### config.mk
export PLATFORM = sky130hd
export DESIGN_NAME = tcic_capture_timer
export DESIGN_NICKNAME = d
export VERILOG_FILES = /design/src/hdl/tcic_pkg.sv /design/src/hdl/tcic_capture_timer.sv
export SDC_FILE = /design/constraint.sdc
export NUM_CORES = 1
export LEC_CHECK = 0
export BUFFER_PORTS_ARGS = -buffer_cell sky130_fd_sc_hd__buf_2
export CELL_PAD_IN_SITES_DETAIL_PLACEMENT = 1
export CELL_PAD_IN_SITES_GLOBAL_PLACEMENT = 1
export CORE_ASPECT_RATIO = 0.9
export CORE_MARGIN = 4
export CORE_UTILIZATION = 37
export CTS_CLUSTER_SIZE = 10
export DETAILED_ROUTE_END_ITERATION = 10
export GPL_TIMING_DRIVEN = 0
export HOLD_SLACK_MARGIN = 0.03
export PLACE_DENSITY = 0.74
export SLEW_MARGIN = 25
export SYNTH_ARGS = -nofsm -noshare
export SYNTH_HDL_FRONTEND = slang
export SYNTH_SLANG_ARGS = --single-unit
### constraint.sdc
create_clock -name clk -period 3.7 [get_ports clk]
set_input_delay 0.74 -clock clk [delete_from_list [all_inputs] [get_ports clk]]
set_output_delay 0.74 -clock clk [all_outputs]
set_load 0.01 [all_outputs]
### src/hdl/tcic_pkg.sv
// Constants, register indices and types of the timer capture block.
// Assumes a word-addressed bus slave: register index = Avalon word address.
package tcic_pkg;

    // Register indices (byte address on the bus is four times the index)
    localparam logic [15:0] ADDR_PIN_LEVEL  = 16'h1000;
    localparam logic [15:0] ADDR_PORT_DIR   = 16'h1001;
    localparam logic [15:0] ADDR_OC1_MASK   = 16'h100c;
    localparam logic [15:0] ADDR_CMP_LEVEL  = 16'h100d;
    localparam logic [15:0] ADDR_COUNT_HI   = 16'h100e;
    localparam logic [15:0] ADDR_COUNT_LO   = 16'h100f;
    localparam logic [15:0] ADDR_CAP1_HI    = 16'h1010;
    localparam logic [15:0] ADDR_CAP1_LO    = 16'h1011;
    localparam logic [15:0] ADDR_CAP2_HI    = 16'h1012;
    localparam logic [15:0] ADDR_CAP2_LO    = 16'h1013;
    localparam logic [15:0] ADDR_CAP3_HI    = 16'h1014;
    localparam logic [15:0] ADDR_CAP3_LO    = 16'h1015;
    localparam logic [15:0] ADDR_CH4_HI     = 16'h101e;
    localparam logic [15:0] ADDR_CH4_LO     = 16'h101f;
    localparam logic [15:0] ADDR_EDGE_CTRL  = 16'h1021;
    localparam logic [15:0] ADDR_MASK       = 16'h1022;
    localparam logic [15:0] ADDR_FLAG       = 16'h1023;
    localparam logic [15:0] ADDR_PRESCALE   = 16'h1024;
    localparam logic [15:0] ADDR_CMP_PIN_EN = 16'h1025;
    localparam logic [15:0] ADDR_PACC_CTRL  = 16'h1026;

    localparam logic [3:0][15:0] CAP_HI_ADDR =
        {ADDR_CH4_HI, ADDR_CAP3_HI, ADDR_CAP2_HI, ADDR_CAP1_HI};
    localparam logic [3:0][15:0] CAP_LO_ADDR =
        {ADDR_CH4_LO, ADDR_CAP3_LO, ADDR_CAP2_LO, ADDR_CAP1_LO};

    // Reset values
    localparam logic [15:0] RST_COUNT = 16'h0000;
    localparam logic [15:0] RST_CH4   = 16'hffff;
    localparam logic [7:0]  RST_BYTE  = 8'h00;
    localparam logic [1:0]  RST_PRESC = 2'h0;
    localparam logic [15:0] COUNT_MAX = 16'hffff;

    // Field positions
    localparam int CH4_SEL_BIT  = 2;
    localparam int OVF_FLAG_BIT = 7;
    localparam int CH4_FLAG_BIT = 3;
    localparam int SHARED_PIN   = 3;
    localparam int NUM_CH       = 4;

    // Per channel: low bit of its edge pair and the port pin it watches
    localparam logic [3:0][2:0] EDGE_POS = {3'h6, 3'h0, 3'h2, 3'h4};
    localparam logic [3:0][1:0] CAP_PIN  = {2'h3, 2'h0, 2'h1, 2'h2};

    // Divider tap masks for divide by 1, 4, 8, 16
    localparam logic [3:0][3:0] PRESCALE_MASK = {4'hf, 4'h7, 4'h3, 4'h0};

    typedef enum logic [1:0] {
        EDGE_OFF  = 2'b00,
        EDGE_RISE = 2'b01,
        EDGE_FALL = 2'b10,
        EDGE_ANY  = 2'b11
    } tcic_edge_t;

endpackage : tcic_pkg

### src/hdl/tcic_capture_timer.sv
// Free-running 16-bit timer with prescaler and four input capture channels.
// Assumes an Avalon-MM master on clk and asynchronous port pins on pa_in.
// Function
// - Counter ticks at clock divided by 1, 4, 8 or 16 per select code.
// - Counter starts at zero after reset and increments on each tick.
// - Past maximum the counter wraps to zero, sets overflow flag, keeps counting.
// - Software has no way to load, clear or stop the counter.
// - Three capture channels, four compares, one shared capture/compare channel.
// - A selected edge latches the counter into that channel's capture register.
// - Pin edges are synchronised; latch takes the stable pre-increment count.
// - Counter moves into the capture register as one 16-bit transfer.
// - Capture registers are not reset and read as two read-only bytes.
// - High byte read blocks capture transfer into that register for three cycles.
// - A capture arriving while blocked is held and written in the first unblocked cycle, unless a fresh edge in that cycle replaces it.
// - Each channel detects rising, falling, both edges, or is disabled.
// - Edge control pairs: ch4 7:6, ch1 5:4, ch2 3:2, ch3 1:0, reset zero.
// - Channels are independent; same-period edges capture identical counts.
// - Shared pin 3 is fourth capture only when ch4 select set; reset clear.
// - With pin 3 output and ch4 capture on, software pin writes cause captures.
// - Writes to the shared channel 4 register are ignored while it captures.
// - Levels on pins 3 to 0 are always readable in the pin level register.
// - Pins owned by compares ignore software port data writes.
// - First compare may drive any of pins 7 to 3; others own one pin each.
module tcic_capture_timer (
    input  wire logic        clk,
    input  wire logic        rst,
    input  wire logic [15:0] avs_address,
    input  wire logic        avs_read,
    input  wire logic        avs_write,
    input  wire logic [31:0] avs_writedata,
    input  wire logic [3:0]  avs_byteenable,
    output logic      [31:0] avs_readdata,
    output logic             avs_waitrequest,
    input  wire logic [7:0]  pa_in,
    output logic      [7:3]  pa_out,
    output logic      [7:3]  pa_oe,
    output logic             irq
);

    logic                   wait_ff;
    logic [7:0]             rdata_ff;
    logic [7:0]             rd_mux;
    logic                   acc;
    logic                   wr;
    logic                   rd;
    logic [7:0]             wbyte;

    logic [3:0]             div_ff;
    logic [1:0]             prescale_ff;
    logic                   tick;
    logic [15:0]            cnt_ff;
    logic                   ovf_evt;

    logic [7:0]             edge_ff;
    logic [7:0]             pacc_ff;
    logic [7:0]             dir_ff;
    logic [7:0]             port_ff;
    logic [7:0]             oc1m_ff;
    logic [7:0]             cmp_en_ff;
    logic [7:0]             cmp_lvl_ff;
    logic [7:0]             mask_ff;
    logic [7:0]             flag_ff;
    logic [7:0]             nxt_flag;
    logic                   irq_ff;
    logic                   ch4_sel;

    logic [7:0]             sync1_ff;
    logic [7:0]             sync2_ff;
    logic [7:0]             prev_ff;
    logic [7:0]             pin_src;

    logic [3:0]             cap_evt;
    logic [3:0]             hi_rd;
    logic [3:0]             block_ff;
    logic [3:0]             block2_ff;
    logic [3:0]             blocked;
    logic [3:0]             pend_ff;
    logic [3:0][15:0]       pend_val_ff;
    logic [3:0]             cap_wr;
    logic [3:0][15:0]       cap_nxt;
    logic [2:0][15:0]       cap_ff;
    logic [15:0]            ch4_ff;
    logic [3:0][15:0]       cap_val;
    logic                   cmp5_evt;

    logic [7:3]             pa_out_ff;
    logic [7:3]             pa_oe_ff;
    logic [7:3]             owned;

    assign acc     = (avs_read | avs_write) & ~wait_ff;
    assign wr      = acc & avs_write & avs_byteenable[0];
    // A read is taken, and its data latched, in its wait cycle
    assign rd      = avs_read & wait_ff;
    assign wbyte   = avs_writedata[7:0];
    assign ch4_sel = pacc_ff[tcic_pkg::CH4_SEL_BIT];

    assign avs_readdata    = {24'h000000, rdata_ff};
    assign avs_waitrequest = wait_ff;
    assign pa_out          = pa_out_ff;
    assign pa_oe           = pa_oe_ff;
    assign irq             = irq_ff;

    // One wait cycle per access: read data is latched in the wait cycle
    always_ff @(posedge clk) begin
        if (rst) begin
            wait_ff <= 1'b1;
        end else if (avs_read | avs_write) begin
            wait_ff <= ~wait_ff;
        end else begin
            wait_ff <= 1'b1;
        end
    end

    always_ff @(posedge clk) begin
        if (rst) begin
            rdata_ff <= tcic_pkg::RST_BYTE;
        end else if (rd) begin
            rdata_ff <= rd_mux;
        end
    end

    always_comb begin
        case (avs_address)
            tcic_pkg::ADDR_PIN_LEVEL:  rd_mux = sync2_ff;
            tcic_pkg::ADDR_PORT_DIR:   rd_mux = dir_ff;
            tcic_pkg::ADDR_OC1_MASK:   rd_mux = oc1m_ff;
            tcic_pkg::ADDR_CMP_LEVEL:  rd_mux = cmp_lvl_ff;
            tcic_pkg::ADDR_COUNT_HI:   rd_mux = cnt_ff[15:8];
            tcic_pkg::ADDR_COUNT_LO:   rd_mux = cnt_ff[7:0];
            tcic_pkg::ADDR_CAP1_HI:    rd_mux = cap_val[0][15:8];
            tcic_pkg::ADDR_CAP1_LO:    rd_mux = cap_val[0][7:0];
            tcic_pkg::ADDR_CAP2_HI:    rd_mux = cap_val[1][15:8];
            tcic_pkg::ADDR_CAP2_LO:    rd_mux = cap_val[1][7:0];
            tcic_pkg::ADDR_CAP3_HI:    rd_mux = cap_val[2][15:8];
            tcic_pkg::ADDR_CAP3_LO:    rd_mux = cap_val[2][7:0];
            tcic_pkg::ADDR_CH4_HI:     rd_mux = cap_val[3][15:8];
            tcic_pkg::ADDR_CH4_LO:     rd_mux = cap_val[3][7:0];
            tcic_pkg::ADDR_EDGE_CTRL:  rd_mux = edge_ff;
            tcic_pkg::ADDR_MASK:       rd_mux = mask_ff;
            tcic_pkg::ADDR_FLAG:       rd_mux = flag_ff;
            tcic_pkg::ADDR_PRESCALE:   rd_mux = {6'h00, prescale_ff};
            tcic_pkg::ADDR_CMP_PIN_EN: rd_mux = cmp_en_ff;
            tcic_pkg::ADDR_PACC_CTRL:  rd_mux = pacc_ff;
            default:                   rd_mux = 8'h00;
        endcase
    end

    // Prescaler: free-running divider, tick when the selected taps are all ones
    always_ff @(posedge clk) begin
        if (rst) begin
            div_ff <= 4'h0;
        end else begin
            div_ff <= div_ff + 4'h1;
        end
    end

    assign tick = (div_ff & tcic_pkg::PRESCALE_MASK[prescale_ff])
                  == tcic_pkg::PRESCALE_MASK[prescale_ff];

    // No bus path reaches the counter; only reset and the tick move it
    always_ff @(posedge clk) begin
        if (rst) begin
            cnt_ff <= tcic_pkg::RST_COUNT;
        end else if (tick) begin
            cnt_ff <= cnt_ff + 16'h0001;
        end
    end

    assign ovf_evt = tick & (cnt_ff == tcic_pkg::COUNT_MAX);

    // Software control registers
    always_ff @(posedge clk) begin
        if (rst) begin
            prescale_ff <= tcic_pkg::RST_PRESC;
            edge_ff     <= tcic_pkg::RST_BYTE;
            pacc_ff     <= tcic_pkg::RST_BYTE;
            dir_ff      <= tcic_pkg::RST_BYTE;
            port_ff     <= tcic_pkg::RST_BYTE;
            oc1m_ff     <= tcic_pkg::RST_BYTE;
            cmp_en_ff   <= tcic_pkg::RST_BYTE;
            cmp_lvl_ff  <= tcic_pkg::RST_BYTE;
            mask_ff     <= tcic_pkg::RST_BYTE;
        end else if (wr) begin
            case (avs_address)
                tcic_pkg::ADDR_PRESCALE:   prescale_ff <= wbyte[1:0];
                tcic_pkg::ADDR_EDGE_CTRL:  edge_ff     <= wbyte;
                tcic_pkg::ADDR_PACC_CTRL:  pacc_ff     <= wbyte;
                tcic_pkg::ADDR_PORT_DIR:   dir_ff      <= wbyte;
                tcic_pkg::ADDR_PIN_LEVEL:  port_ff     <= wbyte;
                tcic_pkg::ADDR_OC1_MASK:   oc1m_ff     <= {wbyte[7:3], 3'h0};
                tcic_pkg::ADDR_CMP_PIN_EN: cmp_en_ff   <= {1'b0, wbyte[6:3], 3'h0};
                tcic_pkg::ADDR_CMP_LEVEL:  cmp_lvl_ff  <= {wbyte[7:3], 3'h0};
                tcic_pkg::ADDR_MASK:       mask_ff     <= wbyte;
                default: begin
                end
            endcase
        end
    end

    // Pin 3 driven by software is fed back so its own edges can capture
    always_comb begin
        pin_src = pa_in;
        if (dir_ff[tcic_pkg::SHARED_PIN]) begin
            pin_src[tcic_pkg::SHARED_PIN] = pa_out_ff[tcic_pkg::SHARED_PIN];
        end
    end

    // Two-stage synchroniser, then a history stage for edge detection
    always_ff @(posedge clk) begin
        if (rst) begin
            sync1_ff <= 8'h00;
            sync2_ff <= 8'h00;
            prev_ff  <= 8'h00;
        end else begin
            sync1_ff <= pin_src;
            sync2_ff <= sync1_ff;
            prev_ff  <= sync2_ff;
        end
    end

    genvar gi;
    generate
        for (gi = 0; gi < tcic_pkg::NUM_CH; gi++) begin : gen_ch
            localparam int EP = int'(tcic_pkg::EDGE_POS[gi]);
            localparam int PN = int'(tcic_pkg::CAP_PIN[gi]);
            tcic_pkg::tcic_edge_t mode;
            logic                 rise;
            logic                 fall;
            logic                 on;

            assign mode = tcic_pkg::tcic_edge_t'(edge_ff[EP+1:EP]);
            assign rise = sync2_ff[PN] & ~prev_ff[PN];
            assign fall = ~sync2_ff[PN] & prev_ff[PN];
            assign on   = (gi != tcic_pkg::NUM_CH - 1) || ch4_sel;
            assign cap_evt[gi] = on & (((mode == tcic_pkg::EDGE_RISE) & rise)
                                    | ((mode == tcic_pkg::EDGE_FALL) & fall)
                                    | ((mode == tcic_pkg::EDGE_ANY) & (rise | fall)));
            // Block from the high-byte take until a back-to-back low read is latched
            assign hi_rd[gi]   = rd & (avs_address == tcic_pkg::CAP_HI_ADDR[gi]);
            assign blocked[gi] = hi_rd[gi] | block_ff[gi] | block2_ff[gi];
            // Fresh event wins over a held one: it is the newer time
            assign cap_wr[gi]  = ~blocked[gi] & (cap_evt[gi] | pend_ff[gi]);
            assign cap_nxt[gi] = cap_evt[gi] ? cnt_ff : pend_val_ff[gi];
        end
    endgenerate

    always_ff @(posedge clk) begin
        if (rst) begin
            block_ff  <= 4'h0;
            block2_ff <= 4'h0;
            pend_ff   <= 4'h0;
        end else begin
            block_ff  <= hi_rd;
            block2_ff <= block_ff;
            for (int i = 0; i < tcic_pkg::NUM_CH; i++) begin
                if (cap_evt[i] & blocked[i]) begin
                    pend_ff[i] <= 1'b1;
                end else if (cap_wr[i]) begin
                    pend_ff[i] <= 1'b0;
                end
            end
        end
    end

    // Held times carry no reset value; pend_ff guards their use
    always_ff @(posedge clk) begin
        for (int i = 0; i < tcic_pkg::NUM_CH; i++) begin
            if (cap_evt[i] & blocked[i]) begin
                pend_val_ff[i] <= cnt_ff;
            end
        end
    end

    // Capture registers keep their contents through reset
    always_ff @(posedge clk) begin
        for (int i = 0; i < tcic_pkg::NUM_CH - 1; i++) begin
            if (cap_wr[i]) begin
                cap_ff[i] <= cap_nxt[i];
            end
        end
    end

    always_ff @(posedge clk) begin
        if (rst) begin
            ch4_ff <= tcic_pkg::RST_CH4;
        end else if (cap_wr[3]) begin
            ch4_ff <= cap_nxt[3];
        end else if (wr & ~ch4_sel & (avs_address == tcic_pkg::ADDR_CH4_HI)) begin
            ch4_ff[15:8] <= wbyte;
        end else if (wr & ~ch4_sel & (avs_address == tcic_pkg::ADDR_CH4_LO)) begin
            ch4_ff[7:0] <= wbyte;
        end
    end

    assign cap_val  = {ch4_ff, cap_ff[2], cap_ff[1], cap_ff[0]};
    assign cmp5_evt = ~ch4_sel & tick & (cnt_ff == ch4_ff);

    // Flags: write one to clear; a same-cycle hardware set wins
    always_comb begin
        nxt_flag = flag_ff;
        if (wr && (avs_address == tcic_pkg::ADDR_FLAG)) begin
            nxt_flag = flag_ff & ~wbyte;
        end
        nxt_flag[2:0] = nxt_flag[2:0] | cap_evt[2:0];
        nxt_flag[tcic_pkg::CH4_FLAG_BIT] = nxt_flag[tcic_pkg::CH4_FLAG_BIT]
                                           | cap_evt[3] | cmp5_evt;
        nxt_flag[tcic_pkg::OVF_FLAG_BIT] = nxt_flag[tcic_pkg::OVF_FLAG_BIT]
                                           | ovf_evt;
    end

    always_ff @(posedge clk) begin
        if (rst) begin
            flag_ff <= tcic_pkg::RST_BYTE;
            irq_ff  <= 1'b0;
        end else begin
            flag_ff <= nxt_flag;
            irq_ff  <= |(flag_ff & mask_ff);
        end
    end

    // Pin ownership: first compare by mask on 7..3, others one pin each
    always_comb begin
        for (int k = 3; k <= 7; k++) begin
            owned[k] = oc1m_ff[k] | cmp_en_ff[k];
        end
        owned[tcic_pkg::SHARED_PIN] = oc1m_ff[tcic_pkg::SHARED_PIN]
            | (cmp_en_ff[tcic_pkg::SHARED_PIN] & ~ch4_sel);
    end

    always_ff @(posedge clk) begin
        if (rst) begin
            pa_out_ff <= 5'h00;
            pa_oe_ff  <= 5'h00;
        end else begin
            for (int k = 3; k <= 7; k++) begin
                pa_out_ff[k] <= owned[k] ? cmp_lvl_ff[k] : port_ff[k];
                pa_oe_ff[k]  <= owned[k] | dir_ff[k];
            end
        end
    end
endmodule : tcic_capture_timer

==> flow_metrics.py <==
metrics = {
    "status": {
        "status": "complete, no violations",
    },
    "final_layout": {
        "drive_above_1_share_pct": 18.01,
        "fillerInstances": 3396,
        "antenna_cells": 0,
        "final_common_cell": "dfxtp_1",
        "utilization_pct": 43.81,
        "syn_to_final_growth_pct": 16.13,
        "instances_no_fill": 1564,
        "fin_area_sq_um": 13570,
        "final_nets": 1209,
        "final_cell_mix": "dfxtp_1 (149), edfxtp_1 (112), nor2_1 (101)",
    },
    "place": {
        "post-dp-hpwl_mm": 29.44,
        "pre_cts_slack_ns": -0.6837,
        "portBuffers": 52,
        "routabilityCongestion": 0.9538,
        "place_inst": 1511,
        "placed_area_sq_um": 12680,
    },
    "clock_tree": {
        "cts.clk_slew.worst_paths_ns": 0.05,
        "clk_latency_ns": 0.57,
        "clockBufferDepth": 3,
        "cts_tree": "built",
        "numCtsBuffers": 30,
        "cts_sinks": 261,
        "cts_hold_buf": 0,
        "htree_num_levels": 1,
        "cts_root_buffer": "clkbuf_16",
    },
    "sta": {
        "drv_slew": 0,
        "timing.fmax_mhz": 288.8,
        "setup_ws_ns": 0.2377,
        "slew_headroom_pct": 25.26,
        "fin_crit_sh_pct": 93.57,
        "setup_violations": 0,
        "worstMarginPinSlew_ns": 1.111,
        "finalCriticalPeriod_ns": 3.462,
        "hold_ws_ns": 0.3838,
        "finalClockSkew_ns": 0.02585,
        "setup-tns-final_ns": 0,
        "finalHoldViolations": 0,
        "rsz0062_at_grt": "no",
    },
    "power": {
        "ir_drop_mv": 0.3433,
        "power_density_nw_per_um2": 439.1,
        "total_power_mw": 5.960,
        "p_leak_nw": 5.127,
    },
    "critical_path": {
        "cp.arrival_ns": 3.64,
        "cp_max_fo": 16,
        "path_class": "primary input to flop",
        "end_kind": "flop",
        "cp-start-kind": "primary input",
        "cp.required_ns": 3.88,
    },
    "floorplan": {
        "initial_core_util_pct": 37.72,
        "core_sq_um": 30990,
        "rows": 61,
        "io_pins": 108,
        "die_w_microns": 195.4,
        "dieArea_sq_um": 34500,
        "dieHeight_microns": 176.6,
    },
    "synthesis": {
        "yosysTopAreaCell": "edfxtp_1",
        "yosys_most_used_dff": "dfxtp_1",
        "syn_area_sq_um": 11690,
        "yosysUniqueCellTypes": 67,
        "synth_area_leaders": "edfxtp_1 (29%), dfxtp_1 (26%), mux2i_1 (7.2%)",
        "yosys_register_bits": 261,
        "yosysWarnings": 0,
        "synthCells": 1024,
        "synth_edf_count": 112,
        "synth_top_area_share_pct": 28.77,
        "synth_area_per_cell_sq_um": 11.41,
        "ys_seq_area_share_pct": 54.29,
        "synthArstFlopShare_pct": 0,
    },
    "job": {
        "cap_violations": 0,
    },
    "grt": {
        "grt.total_usage_pct": 23.27,
        "grt_max_degree": 17,
        "grt_pass1_wl_mm": 60.52,
        "overflow": 0,
        "grt_pass1_vias": 9248,
        "antenna_found_initial": 0,
    },
    "route": {
        "drt-initial-drc-count": 842,
        "vias": 8957,
        "avgRoutedWirePerCell_microns": 26.07,
        "firstDrtPassIters": 6,
        "routed_wl_mm": 40.77,
        "drtAntennaViolNets": 0,
        "drc_errors": 0,
        "via_per_inst": 5.727,
    },
    "min_path": {
        "hp-class": "primary input to flop",
    },
}
[timing repair]
item                                    in CTS  in global routing
gates resized for setup                      0                  0
endpoints found under the setup margin      16                  0
setup buffers                                1                  0
[Yosys cell counts, types with 7 or more instances]
cell / count
dfxtp_1: 149
edfxtp_1: 112
nor2_1: 105
mux2i_1: 84
nand2_1: 83
clkbuf_1: 50
a22oi_1: 47
mux2_2: 40
a21oi_1: 33
nor2b_1: 28
buf_4: 27
nor3_1: 19
o21ai_0: 19
xor2_1: 18
inv_1: 16
mux2_1: 15
xnor2_1: 13
a211oi_1: 11
nand4_1: 11
nor4_4: 11
ha_1: 10
nand3_1: 10
a22o_1: 8
nor4_1: 8
nor4_2: 8
and3_1: 7
[per-layer routing]
metal	vias up	routed length (microns)	global-route usage (%)
li1	3912	-	-
met1	4535	17680	32.77
met2	419	18180	36.58
met3	91	3488	4.625
met4	0	1420	6.923
met5	-	0	0
[cell families (layout without fill, tap and decap cells)]
logic type	count (synthesis)	after routing	share of synthesized area (%)
fa+ha+maj	10	10	1.070
other cells	1	24	0.03208
xor+xnor	31	31	2.323
buf+inv	105	213	4.603
simple gates	327	327	16.15
flops	261	261	54.29
mux	139	139	12.49
compound gates	150	150	9.035
[final cells by class]
class | instances | area [sq um] | share of cell area, %
Clock inverter | 2 | 21.27 | 0.1567
Buffer | 89 | 478.0 | 3.521
Sequential cell | 261 | 6346 | 46.75
Inverter | 16 | 60.06 | 0.4424
Multi-Input combinational cell | 681 | 5010 | 36.91
Tap cell | 409 | 511.7 | 3.770
Timing Repair Buffer | 56 | 301.5 | 2.221
Clock buffer | 50 | 845.8 | 6.231
[final timing paths]
check / start / depth (start not counted) / endpoint / slack (ns)
max reg2reg: sync2_ff[3]$_SDFF_PP0_ / 9 / pend_val_ff[54]$_DFFE_PP_ / 0.29
min: pa_in[6] / 2 / sync1_ff[6]$_SDFF_PP0_ / 0.38
max: avs_address[13] / 7 / pend_val_ff[8]$_DFFE_PP_ / 0.24
min reg2reg: sync1_ff[3]$_SDFF_PP0_ / 1 / sync2_ff[3]$_SDFF_PP0_ / 0.44
[worst max-delay path, stage by stage]
cell	delay, ns
buf_2	0.10
or4b_4	0.59
buf_6	0.20
buf_6	0.18
nor4_4	0.82
a211oi_1	0.35
nor2_4	0.63
[state kept, by name, summed over array words and instances, names as in the netlist, 8 cells and up]
| register | cells |
|---|---|
| sync1_ff | 8 |
| mask_ff | 8 |
| flag_ff | 8 |
| pend_val_ff | 64 |
| rdata_ff | 8 |
| cnt_ff | 16 |
| cap_ff | 48 |
| dir_ff | 8 |
| sync2_ff | 8 |
| edge_ff | 8 |
| pacc_ff | 8 |
| ch4_ff | 16 |
[power by group]
group	switching (mW)	internal, mW	leakage, nW
registers	0.0145	3.00	2.23
logic	0.170	0.0715	2.48
clock network	1.17	1.54	0.416
total	1.35	4.61	5.13
(Power assumes the default switching activity.)
